### config.mk
export PLATFORM = sky130hd
export DESIGN_NAME = adc_port_device_flat
export DESIGN_NICKNAME = d
export VERILOG_FILES = /design/src/adc_link_pkg.sv /design/src/adc_link_if.sv /design/src/adc_port_device.sv /design/src/flat_wrapper.sv
export VERILOG_INCLUDE_DIRS = /design/src
export SDC_FILE = /design/constraint.sdc
export NUM_CORES = 1
export LEC_CHECK = 0
export BUFFER_PORTS_ARGS = -buffer_cell sky130_fd_sc_hd__buf_2
export CORE_ASPECT_RATIO = 1.25
export CORE_MARGIN = 2
export CORE_UTILIZATION = 35
export DETAILED_ROUTE_END_ITERATION = 8
export HOLD_SLACK_MARGIN = 0.1
export PLACE_DENSITY = 0.55
export SLEW_MARGIN = 20
export SYNTH_ARGS = -nofsm -noshare
export SYNTH_HDL_FRONTEND = slang
export SYNTH_SLANG_ARGS = --single-unit
### constraint.sdc
create_clock -name sys_clk -period 2.13 [get_ports sys_clk]
set_clock_uncertainty 0.1 [all_clocks]
set_input_delay 0.426 -clock sys_clk [delete_from_list [all_inputs] [get_ports sys_clk]]
set_output_delay 0.426 -clock sys_clk [all_outputs]
set_load 0.05 [all_outputs]
### src/adc_link_map.svh
// Purpose: Constants shared by both ends of the converter serial link.
// Assumes: The system clock runs at 100 MHz.
// Notes: Definitions only; included by bare name.
`ifndef ADC_LINK_MAP_SVH
`define ADC_LINK_MAP_SVH

// System clock rate and the legal master clock range in kHz.
`define SYS_CLK_KHZ 100000
`define MCLK_MIN_KHZ 500
`define MCLK_MAX_KHZ 40000
// Modulator clock range, half the master clock.
`define MODULATOR_CLOCK_MIN_KHZ 250
`define MODULATOR_CLOCK_MAX_KHZ 20000
// Master clock half period in system cycles, rounded up so the rate never passes the maximum.
`define MCLK_HALF_SYS ((`SYS_CLK_KHZ + 2 * `MCLK_MAX_KHZ - 1) / (2 * `MCLK_MAX_KHZ))

// Word lengths and the longest frame strobe low time in serial clock periods.
`define OUT_WORD_BITS 24
`define IN_WORD_BITS 32
`define FRAME_MAX_SCO 32

// Least pulse widths in master clock periods.
`define RESET_MIN_MCLK 1
`define SYNC_MIN_MCLK 4

// Decimation ratios in modulator clock periods per output word.
`define DEC_RATIO_64 9'h040
`define DEC_RATIO_128 9'h080
`define DEC_RATIO_256 9'h100

`endif

### src/adc_link_pkg.sv
// Purpose: Types and decoding shared by both ends of the converter serial link.
// Assumes: adc_link_map.svh supplies the numeric constants.
// Notes: Nothing here is imported; users write adc_link_pkg::name.
`default_nettype none
`include "adc_link_map.svh"

package adc_link_pkg;

  // Selected oversampling ratio.
  typedef enum logic [1:0] {DEC_X64, DEC_X128, DEC_X256} dec_sel_t;

  // Device output frame states.
  typedef enum logic {OF_IDLE, OF_SHIFT} out_state_t;

  // Host write path and host pulse generator states.
  typedef enum logic [1:0] {W_IDLE, W_WAIT, W_SHIFT} wr_state_t;
  typedef enum logic [1:0] {P_IDLE, P_RESET, P_SYNC} pulse_state_t;

  // Modulator clock periods in one output word; the spare code falls back to the fastest rate.
  function automatic logic [8:0] dec_ratio(input dec_sel_t sel);
    unique case (sel)
      DEC_X64: dec_ratio = `DEC_RATIO_64;
      DEC_X128: dec_ratio = `DEC_RATIO_128;
      DEC_X256: dec_ratio = `DEC_RATIO_256;
      default: dec_ratio = `DEC_RATIO_64;
    endcase
  endfunction

endpackage

`default_nettype wire

### src/adc_link_if.sv
// Purpose: Pin-level link between the converter port and its host controller.
// Assumes: The host makes the master clock; the device makes the serial clock.
// Notes: The three-state data line idles high when the device does not drive it.
`timescale 1ns/100ps
`default_nettype none

interface adc_link_if;
  logic master_clock;
  logic conv_reset_n;
  logic conv_sync_n;
  logic serial_clock;
  logic frame_strobe_out_n;
  logic serial_word_out;
  logic serial_word_out_oe_n;
  logic serial_word_line;
  logic frame_strobe_in_n;
  logic serial_word_in;

  // Wire level of the data line, modelled as a pull-up while released.
  assign serial_word_line = serial_word_out_oe_n ? 1'b1 : serial_word_out;

  modport device_end (
    input master_clock, conv_reset_n, conv_sync_n, frame_strobe_in_n, serial_word_in,
    output serial_clock, frame_strobe_out_n, serial_word_out, serial_word_out_oe_n
  );

  modport host_end (
    output master_clock, conv_reset_n, conv_sync_n, frame_strobe_in_n, serial_word_in,
    input serial_clock, frame_strobe_out_n, serial_word_line
  );
endinterface

`default_nettype wire

### src/adc_port_device.sv
// Purpose: Converter end of the serial link: clocks, framing, shifting and pulse qualification.
// Assumes: Master clock, reset and sync pins arrive from another domain and are synchronised here.
// Notes: The master clock must be slow enough that each phase spans at least two system cycles.
`include "adc_link_map.svh"
`timescale 1ns/100ps
`default_nettype none

module adc_port_device #(
  parameter int OUT_W = `OUT_WORD_BITS,
  parameter int IN_W = `IN_WORD_BITS
) (
  // System clock, reset and clock enable.
  input wire logic sys_clk,
  input wire logic reset_n,
  input wire logic ce,
  // Conversion data and rate selection.
  input wire logic [OUT_W-1:0] sample_word,
  input wire adc_link_pkg::dec_sel_t dec_sel,
  output logic sample_taken,
  // Words written by the host.
  output logic [IN_W-1:0] write_word,
  output logic write_valid,
  // Core state.
  output logic link_in_reset,
  // Link pins.
  adc_link_if.device_end link
);

  // Synchroniser chains; stage 0 feeds stage 1 only.
  logic [2:0] mclk_sync_q;
  logic [1:0] rst_sync_q;
  logic [1:0] sync_sync_q;
  logic [1:0] fsi_sync_q;
  logic [1:0] sdi_sync_q;

  // Clock generation and qualification state.
  logic core_rst_q;
  logic modulator_clock_q;
  logic sco_q;
  logic [2:0] sync_cnt_q;
  logic [8:0] dec_cnt_q;
  logic pend_q;

  // Output frame state.
  adc_link_pkg::out_state_t ostate_q;
  logic [OUT_W-1:0] shift_q;
  logic [5:0] bit_cnt_q;
  logic fso_n_q;
  logic sdo_q;
  logic sdo_oe_n_q;

  // Input frame state.
  logic [IN_W-1:0] in_shift_q;
  logic [5:0] in_cnt_q;

  // Edge events, all on system clock cycles.
  wire mclk_rise;
  wire mclk_fall;
  wire modulator_clock_rise;
  wire sco_rise;
  wire sco_fall;
  wire sync_release;
  wire word_due;
  wire frame_start;
  wire frame_last;
  wire in_last;
  wire [IN_W-1:0] in_next;

  assign mclk_rise = mclk_sync_q[1] & ~mclk_sync_q[2];
  assign mclk_fall = ~mclk_sync_q[1] & mclk_sync_q[2];
  assign modulator_clock_rise = mclk_rise & ~modulator_clock_q & ~core_rst_q;
  assign sco_rise = modulator_clock_rise & ~sco_q;
  assign sco_fall = modulator_clock_rise & sco_q;
  assign sync_release = mclk_fall & sync_sync_q[1] & (sync_cnt_q >= 3'(`SYNC_MIN_MCLK));
  assign word_due = modulator_clock_rise & (dec_cnt_q == adc_link_pkg::dec_ratio(dec_sel) - 9'h001);
  assign frame_start = sco_rise & pend_q & (ostate_q == adc_link_pkg::OF_IDLE);
  assign frame_last = bit_cnt_q == 6'(OUT_W - 1);
  assign in_last = in_cnt_q == 6'(IN_W - 1);
  assign in_next = {in_shift_q[IN_W-2:0], sdi_sync_q[1]};

  // Link pins come straight from flip-flops.
  assign link.serial_clock = sco_q;
  assign link.frame_strobe_out_n = fso_n_q;
  assign link.serial_word_out = sdo_q;
  assign link.serial_word_out_oe_n = sdo_oe_n_q;
  assign link_in_reset = core_rst_q;

  // Two flip-flops on every pin from the host before any logic reads it.
  always_ff @(posedge sys_clk or negedge reset_n) begin
    if (!reset_n) begin
      mclk_sync_q <= 3'h0;
      rst_sync_q <= 2'h0;
      sync_sync_q <= 2'h3;
      fsi_sync_q <= 2'h3;
      sdi_sync_q <= 2'h0;
    end else if (ce) begin
      mclk_sync_q <= {mclk_sync_q[1:0], link.master_clock};
      rst_sync_q <= {rst_sync_q[0], link.conv_reset_n};
      sync_sync_q <= {sync_sync_q[0], link.conv_sync_n};
      fsi_sync_q <= {fsi_sync_q[0], link.frame_strobe_in_n};
      sdi_sync_q <= {sdi_sync_q[0], link.serial_word_in};
    end
  end

  // The reset pin is looked at only on master clock rises, so a pulse shorter than one
  // period may be missed entirely and the release lands on a rise.
  always_ff @(posedge sys_clk or negedge reset_n) begin
    if (!reset_n) begin
      core_rst_q <= 1'b1;
    end else if (ce && mclk_rise) begin
      core_rst_q <= ~rst_sync_q[1];
    end
  end

  // Modulator clock is the master clock divided by two; the serial clock toggles once per
  // modulator period so each phase lasts one modulator period.
  always_ff @(posedge sys_clk or negedge reset_n) begin
    if (!reset_n) begin
      modulator_clock_q <= 1'b0;
      sco_q <= 1'b0;
    end else if (ce) begin
      if (core_rst_q || sync_release) begin
        modulator_clock_q <= 1'b0;
        sco_q <= 1'b0;
      end else if (mclk_rise) begin
        modulator_clock_q <= ~modulator_clock_q;
        if (!modulator_clock_q) begin
          sco_q <= ~sco_q;
        end
      end
    end
  end

  // Sync qualification counts falling master edges while low; only a long enough pulse
  // restarts the word phase, shorter glitches are dropped.
  always_ff @(posedge sys_clk or negedge reset_n) begin
    if (!reset_n) begin
      sync_cnt_q <= 3'h0;
    end else if (ce && mclk_fall) begin
      if (!sync_sync_q[1]) begin
        if (sync_cnt_q < 3'(`SYNC_MIN_MCLK)) begin
          sync_cnt_q <= sync_cnt_q + 3'h1;
        end
      end else begin
        sync_cnt_q <= 3'h0;
      end
    end
  end

  // Decimation counter marks one word per ratio of modulator periods; a new word wins
  // over the clear that a starting frame gives.
  always_ff @(posedge sys_clk or negedge reset_n) begin
    if (!reset_n) begin
      dec_cnt_q <= 9'h000;
      pend_q <= 1'b0;
    end else if (ce) begin
      if (core_rst_q || sync_release) begin
        dec_cnt_q <= 9'h000;
        pend_q <= 1'b0;
      end else begin
        if (word_due) begin
          dec_cnt_q <= 9'h000;
        end else if (modulator_clock_rise) begin
          dec_cnt_q <= dec_cnt_q + 9'h001;
        end
        pend_q <= word_due | (pend_q & ~frame_start);
      end
    end
  end

  // Output framing: strobe falls and the MSB is loaded on a serial rise; each later rise
  // shifts one bit; after the last bit the strobe rises, so it stays low OUT_W periods.
  always_ff @(posedge sys_clk or negedge reset_n) begin
    if (!reset_n) begin
      ostate_q <= adc_link_pkg::OF_IDLE;
      shift_q <= '0;
      bit_cnt_q <= 6'h00;
      fso_n_q <= 1'b1;
      sdo_q <= 1'b0;
      sample_taken <= 1'b0;
    end else if (ce) begin
      sample_taken <= frame_start;
      if (core_rst_q) begin
        ostate_q <= adc_link_pkg::OF_IDLE;
        fso_n_q <= 1'b1;
      end else if (frame_start) begin
        ostate_q <= adc_link_pkg::OF_SHIFT;
        shift_q <= sample_word;
        sdo_q <= sample_word[OUT_W-1];
        bit_cnt_q <= 6'h00;
        fso_n_q <= 1'b0;
      end else if (sco_rise && ostate_q == adc_link_pkg::OF_SHIFT) begin
        if (frame_last) begin
          ostate_q <= adc_link_pkg::OF_IDLE;
          fso_n_q <= 1'b1;
        end else begin
          shift_q <= {shift_q[OUT_W-2:0], 1'b0};
          sdo_q <= shift_q[OUT_W-2];
          bit_cnt_q <= bit_cnt_q + 6'h01;
        end
      end
    end
  end

  // The data line is enabled the cycle after the strobe is seen low and released the cycle after it rises.
  always_ff @(posedge sys_clk or negedge reset_n) begin
    if (!reset_n) begin
      sdo_oe_n_q <= 1'b1;
    end else if (ce) begin
      sdo_oe_n_q <= fso_n_q | (ostate_q != adc_link_pkg::OF_SHIFT) | core_rst_q;
    end
  end

  // Input frames: each serial fall with the host strobe low takes one bit, MSB first.
  // A strobe released early drops the partial word.
  always_ff @(posedge sys_clk or negedge reset_n) begin
    if (!reset_n) begin
      in_shift_q <= '0;
      in_cnt_q <= 6'h00;
      write_word <= '0;
      write_valid <= 1'b0;
    end else if (ce) begin
      write_valid <= 1'b0;
      if (sco_fall) begin
        if (!fsi_sync_q[1]) begin
          in_shift_q <= in_next;
          if (in_last) begin
            write_word <= in_next;
            write_valid <= 1'b1;
            in_cnt_q <= 6'h00;
          end else begin
            in_cnt_q <= in_cnt_q + 6'h01;
          end
        end else begin
          in_cnt_q <= 6'h00;
        end
      end
    end
  end

endmodule

`default_nettype wire

### src/flat_wrapper.sv
// flat-port wrapper written by rule: the top's interface ports become plain ports
module adc_port_device_flat 
#(
  parameter int OUT_W = `OUT_WORD_BITS,
  parameter int IN_W = `IN_WORD_BITS
)
  (sys_clk, reset_n, ce, sample_word, dec_sel, sample_taken, write_word, write_valid, link_in_reset, link_master_clock, link_conv_reset_n, link_conv_sync_n, link_frame_strobe_in_n, link_serial_word_in, link_serial_clock, link_frame_strobe_out_n, link_serial_word_out, link_serial_word_out_oe_n);
  adc_link_if link_i ();
  input wire logic sys_clk;
  input wire logic reset_n;
  input wire logic ce;
  input wire logic [OUT_W-1:0] sample_word;
  input wire adc_link_pkg::dec_sel_t dec_sel;
  output logic sample_taken;
  output logic [IN_W-1:0] write_word;
  output logic write_valid;
  output logic link_in_reset;
  input wire logic [$bits(link_i.master_clock)-1:0] link_master_clock;
  input wire logic [$bits(link_i.conv_reset_n)-1:0] link_conv_reset_n;
  input wire logic [$bits(link_i.conv_sync_n)-1:0] link_conv_sync_n;
  input wire logic [$bits(link_i.frame_strobe_in_n)-1:0] link_frame_strobe_in_n;
  input wire logic [$bits(link_i.serial_word_in)-1:0] link_serial_word_in;
  output wire logic [$bits(link_i.serial_clock)-1:0] link_serial_clock;
  output wire logic [$bits(link_i.frame_strobe_out_n)-1:0] link_frame_strobe_out_n;
  output wire logic [$bits(link_i.serial_word_out)-1:0] link_serial_word_out;
  output wire logic [$bits(link_i.serial_word_out_oe_n)-1:0] link_serial_word_out_oe_n;
  assign link_i.master_clock = link_master_clock;
  assign link_i.conv_reset_n = link_conv_reset_n;
  assign link_i.conv_sync_n = link_conv_sync_n;
  assign link_i.frame_strobe_in_n = link_frame_strobe_in_n;
  assign link_i.serial_word_in = link_serial_word_in;
  assign link_serial_clock = link_i.serial_clock;
  assign link_frame_strobe_out_n = link_i.frame_strobe_out_n;
  assign link_serial_word_out = link_i.serial_word_out;
  assign link_serial_word_out_oe_n = link_i.serial_word_out_oe_n;
  adc_port_device #(.OUT_W(OUT_W), .IN_W(IN_W)) u_core (.sys_clk(sys_clk), .reset_n(reset_n), .ce(ce), .sample_word(sample_word), .dec_sel(dec_sel), .sample_taken(sample_taken), .write_word(write_word), .write_valid(write_valid), .link_in_reset(link_in_reset), .link(link_i));
endmodule
[Word-level counts from Yosys, hierarchy flattened]
Cells that the tools add are included.
Word-level totals
  output and inout port bits: 39
  register bits after elaboration: 131
  word-level logic and storage cells: 113
  bits of input ports: 34
Operators by class
  order comparisons: 2
  $add $sub $neg: 5
  reductions and logical operators: 19
  bitwise logic cells: 24
  multiplexer cells: 34
  eq/ne operators: 7
Operators by type and width (count)
  23-bit two-way mux: 3
  6-bit two-way mux: 5
  9-bit two-way mux: 3
  1-bit two-way mux: 20
  9-bit one-hot mux with 2 select lines: 1
  6-bit by 1-bit adder with 6-bit output, second input constant: 2
  1-bit bitwise AND: 12
  6-bit by 5-bit equality test with 1-bit output, second input constant: 2
  9-bit by 1-bit adder with 9-bit output, second input constant: 1
  9-bit equality test: 1
  1-bit inverter: 9
  3-bit AND reduction: 3
  3-bit nonzero test: 3
  9-bit by 1-bit subtractor with 9-bit output, second input constant: 1
  2-bit AND reduction: 4
  4-bit AND reduction: 2
  3-bit two-way mux: 2
  2-bit nonzero test: 3
  3-bit by 1-bit adder with 3-bit output, second input constant: 1
  3-bit greater-or-equal comparator, second input constant: 1
  1-bit logical AND: 3
  3-bit < comparator, second input constant: 1
  1-bit bitwise OR: 3
  2-bit by 1-bit equality test with 1-bit output, second input constant: 1
  other kinds (4): 4

[Logic depth before layout (Yosys ltp)]
  depth after elaboration: 11
  mapped depth: 7
  mapped depth without buffers: 7

[Worst setup path after synthesis]
No wires, ideal clock.
  path type: register -> register
  start: reg u_core.core_rst_q, in the netlist u_core.link_in_reset
  end: reg u_core.in_shift_q[10]
  setup slack: 104 ps
  path buffers: 1
  library setup time: 125 ps
  data required time: 1905 ps
  data arrival time: 1801 ps
  period minus slack after synthesis: 2026 ps
  cell stages (with the launch flop): 6
  cell sequence: dfstp_2 -> nor4b_4 -> nand3_4 -> nor2_4 -> buf_2 -> mux2_2
Between the ends
  longest elaborated chain between the ends: 4
RTL lines
  start: declaration: line adc_port_device.sv:37  | logic core_rst_q;
  start signal: assignment: line adc_port_device.sv:111  | core_rst_q <= ~rst_sync_q[1];
  1-bit inverter (no line)
  1-bit bitwise AND: line adc_port_device.sv:71  | assign modulator_clock_rise = mclk_rise & ~modulator_clock_q & ~core_rst_q;
  1-bit bitwise AND: line adc_port_device.sv:73  | assign sco_fall = modulator_clock_rise & sco_q;
  3-bit AND reduction (no line)
  end signal: assignment: line adc_port_device.sv:226  | in_shift_q <= in_next;
  end: declaration: line adc_port_device.sv:53  | logic [IN_W-1:0] in_shift_q;
No other way between the ends.
A chain may end at the register's enable or synchronous reset.

[Worst setup path after layout]
  start: reg u_core.modulator_clock_q
  end: reg u_core.write_word[26]
Between the ends
  longest elaborated chain between the ends: 5
RTL lines
  start: declaration: line adc_port_device.sv:38  | logic modulator_clock_q;
  start signal: assignment: line adc_port_device.sv:126  | modulator_clock_q <= ~modulator_clock_q;
  1-bit inverter: line adc_port_device.sv:71
  1-bit bitwise AND (2 in a row): line adc_port_device.sv:71
  1-bit bitwise AND: line adc_port_device.sv:73
  4-bit AND reduction (no line)
  end signal: assignment: line adc_port_device.sv:228  | write_word <= in_next;
  end: declaration: line adc_port_device.sv:21  | output logic [IN_W-1:0] write_word,
No other way between the ends.

==> results.toml <==
[die]
die_w_um = 119
core_region_area_sq_um = 16100
rows = 52
fp.dieH_um = 147
ioPinCount = 73
die-area_sq_um = 17500
start_util_pct = 35.7

[critical_path]
endpoint = "u_core.write_word[26]$_DFFE_PN0P_"
critPathKind = "reg2reg"
arrival_ns = 2.22
ff2ff_path_depth = 7
cp.required_ns = 2.32
crit_fanout = 33
worst_r2r_endpoint = "u_core.write_word[26]$_DFFE_PN0P_"
worstSetupStartpoint = "u_core.modulator_clock_q$_DFFE_PN0P_"
cp-start-kind = "flop"
cp-end-kind = "flop"
r2r-start = "u_core.modulator_clock_q$_DFFE_PN0P_"
r2r_slack_ns = 0.11

[logic_synthesis]
ys_seq_elements = 131
synth_area_leaders = "dfrtp_1 (54%), mux2_2 (9.2%), mux2_4 (7.6%), mux2i_1 (4.2%), dfstp_2 (3.2%)"
synth_top_cell_area_share_pct = 53.9
yosysTopAreaCell = "dfrtp_1"
yosys_warnings = 0
synthFlopType = "dfrtp_1"
netlist_area_sq_um = 5760
async_reset_ff_share_pct = 100
synth_cell_type_count = 48
synth_edf_count = 0
postSynthCellCount = 445
ys_seq_area_share_pct = 57.1
syn_avg_cell_area_sq_um = 12.9
synth_nets = 486

[timing]
finalSetupViolCount = 0
post-route-min-period_ns = 2.02
finalSetupTns_ns = 0
tightest_slew_ns = 0.426
drv_slew = 0
rsz0062_at_grt = "false"
clock.fmax_ghz = 0.494
max_slew_margin_pct = 71.6
finalCritPeriodShare_pct = 95.1
hold_viol_final = 0

[placed_design]
dp_hpwl_um = 7140
gp_congestion = 0.773
port_buffers = 72

[route]
wirelength_um = 10800
dr.pass1.iters = 4
drtAntennaViolNets = 0
drt-initial-drc-count = 166
drc_errors = 0
vias = 3707
avgRoutedWirePerCell_um = 14.1
via_per_inst = 4.85

[run]
drv_cap = 0

[grt]
grt_pass1_vias = 3831
grt_pass1_wl_um = 18100
grt_usage_pct = 12.9
antenna_found_initial = 0
grt_max_degree = 58
grt_overflow = 0

[pwr]
powerDensity_nw_per_um2 = 884
p_leak_uw = 0.00351
peakVddDrop_uv = 451
total_power_uw = 6310

[cells_and_area]
n_antenna_cell = 0
final_common_cell = "dfrtp_1"
area_growth_pct = 24.0
fin_nets = 577
final_cell_mix = "dfrtp_1 (124), buf_2 (71), mux2_2 (47), a21oi_1 (36), nor2_1 (33)"
drive_above_1_share_pct = 39.0

[status]
status = "completed"

[clocking]
numCtsBuffers = 17
htreeDepth = 4
cts_sinks = 131
clk_path_buf_depth = 2
clkTransAtPathRegs_ns = 0.06
clk_latency_ns = 0.41
cts_tree = "built"
root_buffer = "clkbuf_16"

[worst_hold_path]
hold_path_class = "in2reg"
-- final cells by class --
class                      count  area (sq um)
timing repair buffer          90           593
clock inverter                14           180
fill                        1515          9000
inverter                       7          26.3
sequential                   131          3290
multi-input combinational    289          2340
tap                          216           270
clock buffer                  18           439
-- how the worst min path moves through the flow --
stage,from,depth (start not counted),end
2_1_floorplan,reset_n,0,u_core.bit_cnt_q[0]$_DFFE_PN0P_
3_3_place_gp,reset_n,1,u_core.in_shift_q[8]$_DFFE_PN0P_
3_5_place_dp,reset_n,1,u_core.in_shift_q[8]$_DFFE_PN0P_
4_1_cts,sample_word[0],2,u_core.shift_q[0]$_DFFE_PN0P_
5_1_grt,link_frame_strobe_in_n,2,u_core.fsi_sync_q[0]$_DFFE_PN1P_
6_report,sample_word[0],2,u_core.shift_q[0]$_DFFE_PN0P_
-- metrics by stage --
stage	hold slack [ns]	std cells	cell area [sq um]	setup WS, ns	utilization (%)
floorplan	0.0304	445	5760	0.104	-
global placement	0.255	730	6470	0.116	40.1
detailed placement	0.251	730	6470	0.0479	40.1
CTS	0.110	763	7100	0.0306	44.0
global route	0.128	765	7140	0.0153	44.2
finish	0.134	765	7140	0.105	44.2
-- metal layers --
metal,routed length [um],up-vias,GRT usage [%]
li1,-,1775,-
met2,5240,81,21.5
met1,4830,1834,14.8
met4,178,0,5.77
met3,554,17,4.63
met5,0,-,0
-- timing repair --
item / in CTS / in global routing
endpoints found under the setup margin: 0 / 29
hold endpoints to repair: 21 / 0
hold buffers: 1 / 0
resized for setup: 0 / 2
buffers inserted: 0 / 1
-- logic make-up after synthesis --
logic type	Yosys count	share of synthesized area, %
compound gates	78	7.89
xor+xnor	3	0.457
fa+ha+maj	7	1.52
buf+inv	25	2.39
flops	131	57.1
mux	100	20.9
simple gates	101	9.70
-- where the power goes --
| group | switching (uW) | internal [uW] |
|---|---|---|
| logic | 318 | 243 |
| registers | 124 | 2610 |
| clock network | 1130 | 1890 |
| total | 1570 | 4740 |
-- cell usage after synthesis (4+ instances only) --
library cell and count:
nor2_1 33, dfrtp_1 124, dfstp_2 7, and2_1 6, buf_2 8, nor3b_1 5
nor2b_1 5, o21ai_0 19, mux2i_1 24, a21oi_1 36, nor3_1 4, a31oi_1 6
nand2_1 17, a21o_1 4, mux2_2 47, nand2b_1 6, a22o_1 4, inv_1 7
nand3_1 7, mux2_4 29, ha_1 7
-- state kept, by name, summed over array words and instances (netlist names), 2 cells and up --
signal and flops:
u_core.bit_cnt_q 6, u_core.rst_sync_q 2, u_core.sdi_sync_q 2, u_core.sync_sync_q 2
u_core.write_word 32, u_core.mclk_sync_q 3, u_core.in_cnt_q 6, u_core.sync_cnt_q 3
u_core.shift_q 23, u_core.in_shift_q 31, u_core.dec_cnt_q 9, u_core.fsi_sync_q 2
-- worst max-delay path, stage by stage (launching register included) --
cell	delay [ns]
dfrtp_1	0.43
nor4b_4	0.31
buf_4	0.17
nand3_4	0.12
nor2_4	0.17
nand2_4	0.06
buf_12	0.21
mux2_4	0.32
Power figures use the tool's default switching activity.
